### src/verilog/wdt_defs.svh
// Constants for the watchdog timeout counter.
`ifndef WDT_DEFS_SVH
`define WDT_DEFS_SVH

`define WDT_CLK_HZ       25000000
`define WDT_PRE_W        12
`define WDT_CNT_W        6
`define WDT_PRE_CLR_LO   3
`define WDT_SHORT_TAP    6
`define WDT_LONG_TAP     11
`define WDT_CNT_MAX      6'h3F
`define WDT_CLEAR_ADDR   16'hFFFF
`define WDT_PULSE_CYC    32
`define WDT_PULSE_LAST   5'h1F
`define WDT_POR_CYC      4096
`define WDT_POR_LAST     13'h0FFF
`define WDT_SYNC_W       2

`endif

### src/verilog/wdt_pkg.sv
// Types shared by the watchdog timeout counter files.
package wdt_pkg;

	typedef struct packed {
		logic watchdog_disable;
		logic long_timeout_select;
		logic stop_mode;
		logic stop_instr;
		logic monitor_mode;
		logic break_state;
		logic internal_reset;
		logic vector_fetch;
	} wdt_ctrl_s;

	typedef struct packed {
		logic [15:0] addr;
		logic        wr;
		logic        rd;
	} wdt_bus_s;

	typedef enum logic [1:0] {
		WDT_ST_RUN   = 2'b01,
		WDT_ST_PULSE = 2'b10
	} wdt_state_e;

endpackage

### src/verilog/wdt_timeout_counter.sv
// Watchdog timeout counter: prescaler, counter and reset pulse.
// Summary of operation
// - Six-bit counter advanced by twelve-bit prescaler on the crystal clock.
// - Overflow raises reset; short period when long select low, long when high.
// - Any write to clear location zeroes counter and prescaler upper stages.
// - Timeout drives reset pin low 32 cycles and sets cause flag.
// - Monitor mode with high voltage on reset or interrupt pin disables.
// - Break state with high voltage on reset pin disables watchdog.
// - Stop instruction clears the prescaler.
// - Reading clear location returns reset vector, no effect on watchdog.
// - Power-on logic clears prescaler 4096 crystal cycles after power-up.
// - Internal reset clears prescaler and counter.
// - Reset vector fetch clears the prescaler.
// - Disable input follows config bit; no counting or reset while set.
// - Long select input follows config bit and picks overflow period.
// - Prescaler runs from crystal clock, not the bus clock.
// - No interrupt request; timeout only resets.
// - In stop mode the watchdog does not advance.
`timescale 1ns/10ps
`default_nettype none
`include "wdt_defs.svh"
module wdt_timeout_counter
	import wdt_pkg::*;
(
	input  wire logic      clk_i,
	input  wire logic      rst_n_i,
	input  wire wdt_ctrl_s ctrl_i,
	input  wire wdt_bus_s  bus_i,
	input  wire logic [7:0] reset_vector_low_i,
	input  wire logic      hv_rst_pin_i,
	input  wire logic      hv_irq_pin_i,
	input  wire logic      cause_clear_i,
	output logic      [7:0] rd_data_o,
	output logic           rst_pin_o,
	output logic           rst_pin_oe_o,
	output logic           cause_flag_o
);
	logic [`WDT_SYNC_W-1:0] hv_level;
	logic [`WDT_PRE_W-1:0]  pre_reg;
	logic [`WDT_PRE_W-1:0]  pre_next;
	logic [`WDT_CNT_W-1:0]  cnt_reg;
	logic [`WDT_CNT_W-1:0]  cnt_next;
	logic [12:0]            por_reg;
	logic [12:0]            por_next;
	logic                   por_done_reg;
	logic                   por_done_next;
	logic [4:0]             pulse_reg;
	logic [4:0]             pulse_next;
	wdt_state_e             state_reg;
	wdt_state_e             state_next;
	logic                   oe_next;
	logic                   cause_next;
	logic [7:0]             rd_next;
	logic                   clr_wr;
	logic                   clr_rd;
	logic                   wd_off;
	logic                   carry;
	logic                   wrap;
	logic                   por_clear;

	// True when the prescaler carries out of the selected tap stage.
	function automatic logic tap_carry(input logic [`WDT_PRE_W-1:0] p,
	                                   input logic long_sel);
		logic [`WDT_PRE_W-1:0] mask;
		mask = long_sel ? {`WDT_PRE_W{1'b1}} >> (`WDT_PRE_W-1-`WDT_LONG_TAP)
		                : {`WDT_PRE_W{1'b1}} >> (`WDT_PRE_W-1-`WDT_SHORT_TAP);
		return (p & mask) == mask;
	endfunction

	wdt_pin_sync u_sync (
		.clk_i   (clk_i),
		.rst_n_i (rst_n_i),
		.pin_i   ({hv_irq_pin_i, hv_rst_pin_i}),
		.level_o (hv_level)
	);

	assign clr_wr = bus_i.wr && (bus_i.addr == `WDT_CLEAR_ADDR);
	assign clr_rd = bus_i.rd && (bus_i.addr == `WDT_CLEAR_ADDR);
	// High-voltage detection gates the watchdog off in debug modes.
	assign wd_off = ctrl_i.watchdog_disable
	              || (ctrl_i.monitor_mode && (hv_level != '0))
	              || (ctrl_i.break_state && hv_level[0]);
	assign carry = tap_carry(pre_reg, ctrl_i.long_timeout_select);
	assign wrap  = (state_reg == WDT_ST_RUN) && !wd_off && !ctrl_i.stop_mode
	             && carry && (cnt_reg == `WDT_CNT_MAX);
	assign por_clear = !por_done_reg && (por_reg == `WDT_POR_LAST);

	// Clocking is the crystal clock itself, so one step per edge.
	always_comb begin
		pre_next      = pre_reg;
		cnt_next      = cnt_reg;
		por_next      = por_reg;
		por_done_next = por_done_reg;
		if (!por_done_reg) begin
			por_next = por_reg + 13'h0001;
		end
		if (por_clear) begin
			por_done_next = 1'b1;
		end
		if (ctrl_i.internal_reset || state_reg == WDT_ST_PULSE || wrap) begin
			pre_next = '0;
			cnt_next = '0;
		end else if (ctrl_i.stop_instr || ctrl_i.vector_fetch || por_clear) begin
			pre_next = '0;
			// A clear write in the same cycle must still zero the counter.
			if (clr_wr) begin
				cnt_next = '0;
			end
		end else if (clr_wr) begin
			cnt_next = '0;
			pre_next = {pre_reg[`WDT_PRE_W-1:`WDT_PRE_CLR_LO] & '0,
			            pre_reg[`WDT_PRE_CLR_LO-1:0]};
		end else if (!wd_off && !ctrl_i.stop_mode) begin
			pre_next = pre_reg + 12'h001;
			if (carry) begin
				cnt_next = cnt_reg + 6'h01;
			end
		end
	end

	// A wrap starts the reset pulse; the block has no interrupt path.
	always_comb begin
		state_next = state_reg;
		pulse_next = pulse_reg;
		oe_next    = 1'b0;
		cause_next = cause_flag_o;
		rd_next    = rd_data_o;
		if (cause_clear_i) begin
			cause_next = 1'b0;
		end
		if (clr_rd) begin
			rd_next = reset_vector_low_i;
		end
		case (state_reg)
			WDT_ST_RUN: begin
				if (wrap) begin
					state_next = WDT_ST_PULSE;
					pulse_next = '0;
					oe_next    = 1'b1;
					cause_next = 1'b1;
				end
			end
			WDT_ST_PULSE: begin
				if (pulse_reg == `WDT_PULSE_LAST) begin
					state_next = WDT_ST_RUN;
				end else begin
					pulse_next = pulse_reg + 5'h01;
					oe_next    = 1'b1;
				end
			end
			default: begin
				state_next = WDT_ST_RUN;
			end
		endcase
	end

	always_ff @(posedge clk_i or negedge rst_n_i) begin
		if (!rst_n_i) begin
			pre_reg      <= '0;
			cnt_reg      <= '0;
			por_reg      <= '0;
			por_done_reg <= 1'b0;
			pulse_reg    <= '0;
			state_reg    <= WDT_ST_RUN;
			rst_pin_oe_o <= 1'b0;
			rst_pin_o    <= 1'b0;
			cause_flag_o <= 1'b0;
			rd_data_o    <= 8'h00;
		end else begin
			pre_reg      <= pre_next;
			cnt_reg      <= cnt_next;
			por_reg      <= por_next;
			por_done_reg <= por_done_next;
			pulse_reg    <= pulse_next;
			state_reg    <= state_next;
			rst_pin_oe_o <= oe_next;
			rst_pin_o    <= 1'b0;
			cause_flag_o <= cause_next;
			rd_data_o    <= rd_next;
		end
	end

	property p_pulse_len;
		@(posedge clk_i) disable iff (!rst_n_i)
		$rose(rst_pin_oe_o) |-> rst_pin_oe_o ##31 rst_pin_oe_o ##1 !rst_pin_oe_o;
	endproperty
	a_pulse_len: assert property (p_pulse_len) else $error("reset pulse not 32 cycles");

	property p_cause_set;
		@(posedge clk_i) disable iff (!rst_n_i)
		wrap |=> cause_flag_o && rst_pin_oe_o && !rst_pin_o;
	endproperty
	a_cause_set: assert property (p_cause_set) else $error("timeout without cause flag");

	property p_clear_write;
		@(posedge clk_i) disable iff (!rst_n_i)
		clr_wr && !ctrl_i.internal_reset && state_reg == WDT_ST_RUN
		|=> cnt_reg == '0 && pre_reg[`WDT_PRE_W-1:`WDT_PRE_CLR_LO] == '0;
	endproperty
	a_clear_write: assert property (p_clear_write) else $error("clear write missed");

	property p_stop_clear;
		@(posedge clk_i) disable iff (!rst_n_i)
		ctrl_i.stop_instr |=> pre_reg == '0;
	endproperty
	a_stop_clear: assert property (p_stop_clear) else $error("stop left prescaler");

	property p_fetch_clear;
		@(posedge clk_i) disable iff (!rst_n_i)
		ctrl_i.vector_fetch |=> pre_reg == '0;
	endproperty
	a_fetch_clear: assert property (p_fetch_clear) else $error("fetch left prescaler");

	property p_int_reset;
		@(posedge clk_i) disable iff (!rst_n_i)
		ctrl_i.internal_reset |=> pre_reg == '0 && cnt_reg == '0;
	endproperty
	a_int_reset: assert property (p_int_reset) else $error("internal reset ignored");

	property p_off_hold;
		@(posedge clk_i) disable iff (!rst_n_i)
		(wd_off || ctrl_i.stop_mode) && state_reg == WDT_ST_RUN
		&& !ctrl_i.internal_reset |=> !$rose(rst_pin_oe_o) && cnt_reg <= $past(cnt_reg);
	endproperty
	a_off_hold: assert property (p_off_hold) else $error("disabled watchdog moved");

	property p_read_vec;
		@(posedge clk_i) disable iff (!rst_n_i)
		clr_rd && !clr_wr && state_reg == WDT_ST_RUN && wd_off
		&& !ctrl_i.internal_reset |=> rd_data_o == $past(reset_vector_low_i)
		&& cnt_reg == $past(cnt_reg);
	endproperty
	a_read_vec: assert property (p_read_vec) else $error("read of clear location wrong");

	property p_por_clear;
		@(posedge clk_i) disable iff (!rst_n_i)
		por_clear |=> pre_reg == '0 && por_done_reg ##1 por_done_reg;
	endproperty
	a_por_clear: assert property (p_por_clear) else $error("power-on clear missed");
endmodule
`default_nettype wire

### src/verilog/wdt_pin_sync.sv
// Three-flop synchroniser with agreement filter for pin levels.
`timescale 1ns/10ps
`default_nettype none
`include "wdt_defs.svh"
module wdt_pin_sync (
	input  wire logic                   clk_i,
	input  wire logic                   rst_n_i,
	input  wire logic [`WDT_SYNC_W-1:0] pin_i,
	output logic      [`WDT_SYNC_W-1:0] level_o
);
	logic [`WDT_SYNC_W-1:0] s1_reg;
	logic [`WDT_SYNC_W-1:0] s2_reg;
	logic [`WDT_SYNC_W-1:0] s3_reg;
	logic [`WDT_SYNC_W-1:0] level_next;

	// A bit changes only once the second and third stages agree.
	always_comb begin
		for (int i = 0; i < `WDT_SYNC_W; i++) begin
			level_next[i] = (s2_reg[i] == s3_reg[i]) ? s3_reg[i] : level_o[i];
		end
	end

	always_ff @(posedge clk_i or negedge rst_n_i) begin
		if (!rst_n_i) begin
			s1_reg  <= '0;
			s2_reg  <= '0;
			s3_reg  <= '0;
			level_o <= '0;
		end else begin
			s1_reg  <= pin_i;
			s2_reg  <= s1_reg;
			s3_reg  <= s2_reg;
			level_o <= level_next;
		end
	end
endmodule
`default_nettype wire

### config.mk
export PLATFORM = sky130hd
export DESIGN_NAME = wdt_timeout_counter
export DESIGN_NICKNAME = d
export VERILOG_FILES = /design/src/verilog/wdt_pkg.sv /design/src/verilog/wdt_timeout_counter.sv /design/src/verilog/wdt_pin_sync.sv
export VERILOG_INCLUDE_DIRS = /design/src /design/src/verilog
export SDC_FILE = /design/constraint.sdc
export NUM_CORES = 1
export LEC_CHECK = 0
export CAP_MARGIN = 10
export CORE_ASPECT_RATIO = 1.25
export CORE_MARGIN = 1
export CORE_UTILIZATION = 43
export DETAILED_ROUTE_END_ITERATION = 8
export DONT_BUFFER_PORTS = 1
export HOLD_SLACK_MARGIN = 0.06
export PLACE_DENSITY = 0.63
export SYNTH_ARGS = -nofsm -noshare
export SYNTH_HDL_FRONTEND = slang
export SYNTH_SLANG_ARGS = --single-unit
### constraint.sdc
create_clock -name clk_i -period 3.18 [get_ports clk_i]
set_input_delay 0.159 -clock clk_i [delete_from_list [all_inputs] [get_ports clk_i]]
set_output_delay 0.159 -clock clk_i [all_outputs]
set_load 0.01 [all_outputs]
==> results.ini <==
[status]
status = complete, no violations

[setup_path]
worstReg2RegStart = state_reg[0]$_DFFE_PN1P_
crit_end = cnt_reg[4]$_DFFE_PN0P_
crit_path_cell_trace = inv_1 -> ha_1 -> or4_4 -> nor2_4 -> nand3_2 -> or4_4 -> o211ai_2
end_kind = register
crit_fanout = 13
crit_path_max_incr_delay_ns = 0.58
cp-start-kind = register
required_ns = 3.44
worst_r2r_path_depth = 7
r2r_slack_ns = 0.61
arrival_ns = 2.83
startpoint = state_reg[0]$_DFFE_PN1P_
critical_path_class = reg2reg
crit_top_cell = or4_4
rr_endpoint = cnt_reg[4]$_DFFE_PN0P_
slowest_stage = or4_4

[yosys]
syn_area_per_cell_um2 = 11.3
postSynthNetCount = 281
synth_area_mm2 = 0.00265
ys_seq_area_share_pct = 53.8
synth-async-reset-ratio_pct = 100
synth-edff-count = 0
syn_inst = 235
synth_ff_type = dfrtp_1
synth_seq_cells = 57
yosysWarnings = 0
ys_types = 51

[clocking]
cts_buffers = 9
cts.sinks = 57
post_cts_resized = 0
insertion_delay_ns = 0.34
cts_buffer_depth = 2
root_buffer = clkbuf_8
h-tree-depth = 3
cts_tree = yes
clk_pin_slew_ns = 0.06

[sta]
skew_ns = 0.00632
layout_min_cycle_time_ns = 2.57
hold_viol = 0
tightest_slew_ns = 0.897
max_slew_margin_pct = 39.7
fin_crit_sh_pct = 80.7
max_freq_mhz = 390
setup_viol = 0
final-max-slew-violation-count = 0
rsz0062_at_grt = no
tns_ns = 0

[finish]
syn2layout_area_growth_pct = 15.7
layout_common_cells = dfrtp_1 (56), nor2_1 (22), nand2_1 (18), xnor2_1 (13), dlygate4sd3_1 (12)
final_common_cell = dfrtp_1
fin_nets = 302
largest_register_ffs = 13
final_area_mm2 = 0.00307
post-route-util_pct = 52.4
layout-drive-gt1-share_pct = 13.0
antenna-diode-count = 0

[global_routing]
grt_max_degree = 58
grt_pass1_vias = 1843
grt_overflow_total = 0
grt_pass1_wl_mm = 8.34
antenna_found_initial = 0
grt.total_usage_pct = 16.9

[placement]
portBuffers = 0
dpl_cell_area_mm2 = 0.00273
hpwl_mm = 3.24
gp_congestion = 0.774

[detailed_routing]
dr.pass1.iters = 4
ant_nets = 0
vias = 1833
drt_iter0_drc = 86
routedWlPerCell_um = 14.0
routed_wl_mm = 4.81
vias_per_cell = 5.34
drcViolationCount = 0

[power_and_ir_drop]
p_leak_uw = 0.00135
powerDensity_mw_per_mm2 = 471
ir_drop_mv = 0.269

[die]
coreArea_mm2 = 0.00586
start_util_pct = 45.3
ioPinCount = 50
die_w_um = 72.3
die_area_mm2 = 0.00649
fp-row-count = 31
die_y_um = 89.8

[worst_hold_path]
hp-start = ctrl_i[1]
hold_class = in2reg

[job]
drv_cap = 0

-- how the worst min path moves through the flow --
stage	cells after the start	end
2_1_floorplan	0	cause_flag_o$_DFF_PN0_
6_report	4	cnt_reg[0]$_DFFE_PN0P_
4_1_cts	4	cnt_reg[0]$_DFFE_PN0P_
5_1_grt	3	cnt_reg[3]$_DFFE_PN0P_
3_5_place_dp	0	pulse_reg[2]$_DFFE_PN0P_
3_3_place_gp	0	pulse_reg[2]$_DFFE_PN0P_
-- through the flow --
step | total power (uW) | worst slack, ns | std cells | hold WS, ns
after detailed placement | 769 | 0.621 | 314 | -0.135
after global placement | 768 | 0.695 | 314 | -0.135
after CTS | 1470 | 0.609 | 343 | 0.143
after global routing | 1500 | 0.478 | 343 | 0.193
final | 1450 | 0.614 | 343 | 0.154
after floorplan | 766 | 0.941 | 235 | -0.137
-- cell usage after synthesis (all sizes together), types with 2 or more instances --
| master | number | area, um^2 |
|---|---|---|
| nor2 | 23 | 93.8 |
| buf | 3 | 23.8 |
| nand4 | 10 | 62.6 |
| nand4b | 2 | 17.5 |
| o21ai | 4 | 20.0 |
| mux2 | 9 | 101 |
| and3 | 4 | 25.0 |
| a22o | 5 | 43.8 |
| o21bai | 3 | 22.5 |
| inv | 7 | 26.3 |
| nor2b | 2 | 12.5 |
| o211ai | 2 | 20.0 |
| a21o | 4 | 30.0 |
| a21oi | 5 | 28.8 |
| nand3 | 10 | 55.1 |
| xnor2 | 13 | 114 |
| xor2 | 10 | 87.6 |
| dfrtp | 56 | 1400 |
| nor3 | 2 | 10.0 |
| ha | 7 | 87.6 |
| or2 | 3 | 18.8 |
| nand2b | 3 | 18.8 |
| and2 | 2 | 12.5 |
| and4 | 2 | 17.5 |
| or3 | 2 | 12.5 |
| maj3 | 2 | 20.0 |
| nand2 | 18 | 67.6 |
| nor4 | 3 | 25.0 |
| or4 | 3 | 30.0 |
| o2111ai | 3 | 26.3 |
-- layout make-up --
class                           instances  area (um^2)
Clock inverter                          3         40.0
Tap cell                               82          103
Fill cell                             519         2790
Timing Repair Buffer                   13          148
Multi-Input combinational cell        168         1180
Clock buffer                           13          149
Sequential cell                        57         1430
Inverter                                7         26.3
-- routing by layer --
layer / vias up / track usage, % / share of wire, %
li1: 877 / - / -
met1: 889 / 20.6 / 44
met2: 57 / 26.2 / 48
met3: 10 / 5.61 / 5.7
met4: 0 / 8.82 / 2.3
met5: - / 0 / 0
-- power by group --
part | leakage [uW] | total, uW | switching (uW) | internal, uW
Sequential | 0.000750 | 735 | 3.29 | 732
Combinational | 0.000498 | 49.6 | 28.5 | 21.1
Clock | 0.0000974 | 661 | 280 | 381
-- cell families (layout without fill, tap and decap cells) --
kind of cell,count (synthesis),count (layout),synth area share (%)
simple gates,90,90,18.4
flops,57,57,53.8
compound gates,35,35,9.95
xor+xnor,23,23,7.59
mux,10,10,4.20
buf+inv,10,36,1.89
fa+ha+maj,9,9,4.05
other cells,1,1,0.141
-- repair_timing --
action                    CTS  global route
hold buffers               13             0
setup buffers               0             0
hold endpoints to repair   68             0
-- critical path, delay by kind of cell, from the launching register on --
kind                       cells  cell delay, ns
AOI/OAI and AO/OA              1            0.07
adders and majority gates      1            0.31
buffers and inverters          1            0.05
DFF                            1            0.54
and+or+nand+nor                4            1.52
Note: power is estimated with default switching activity, not from simulation.
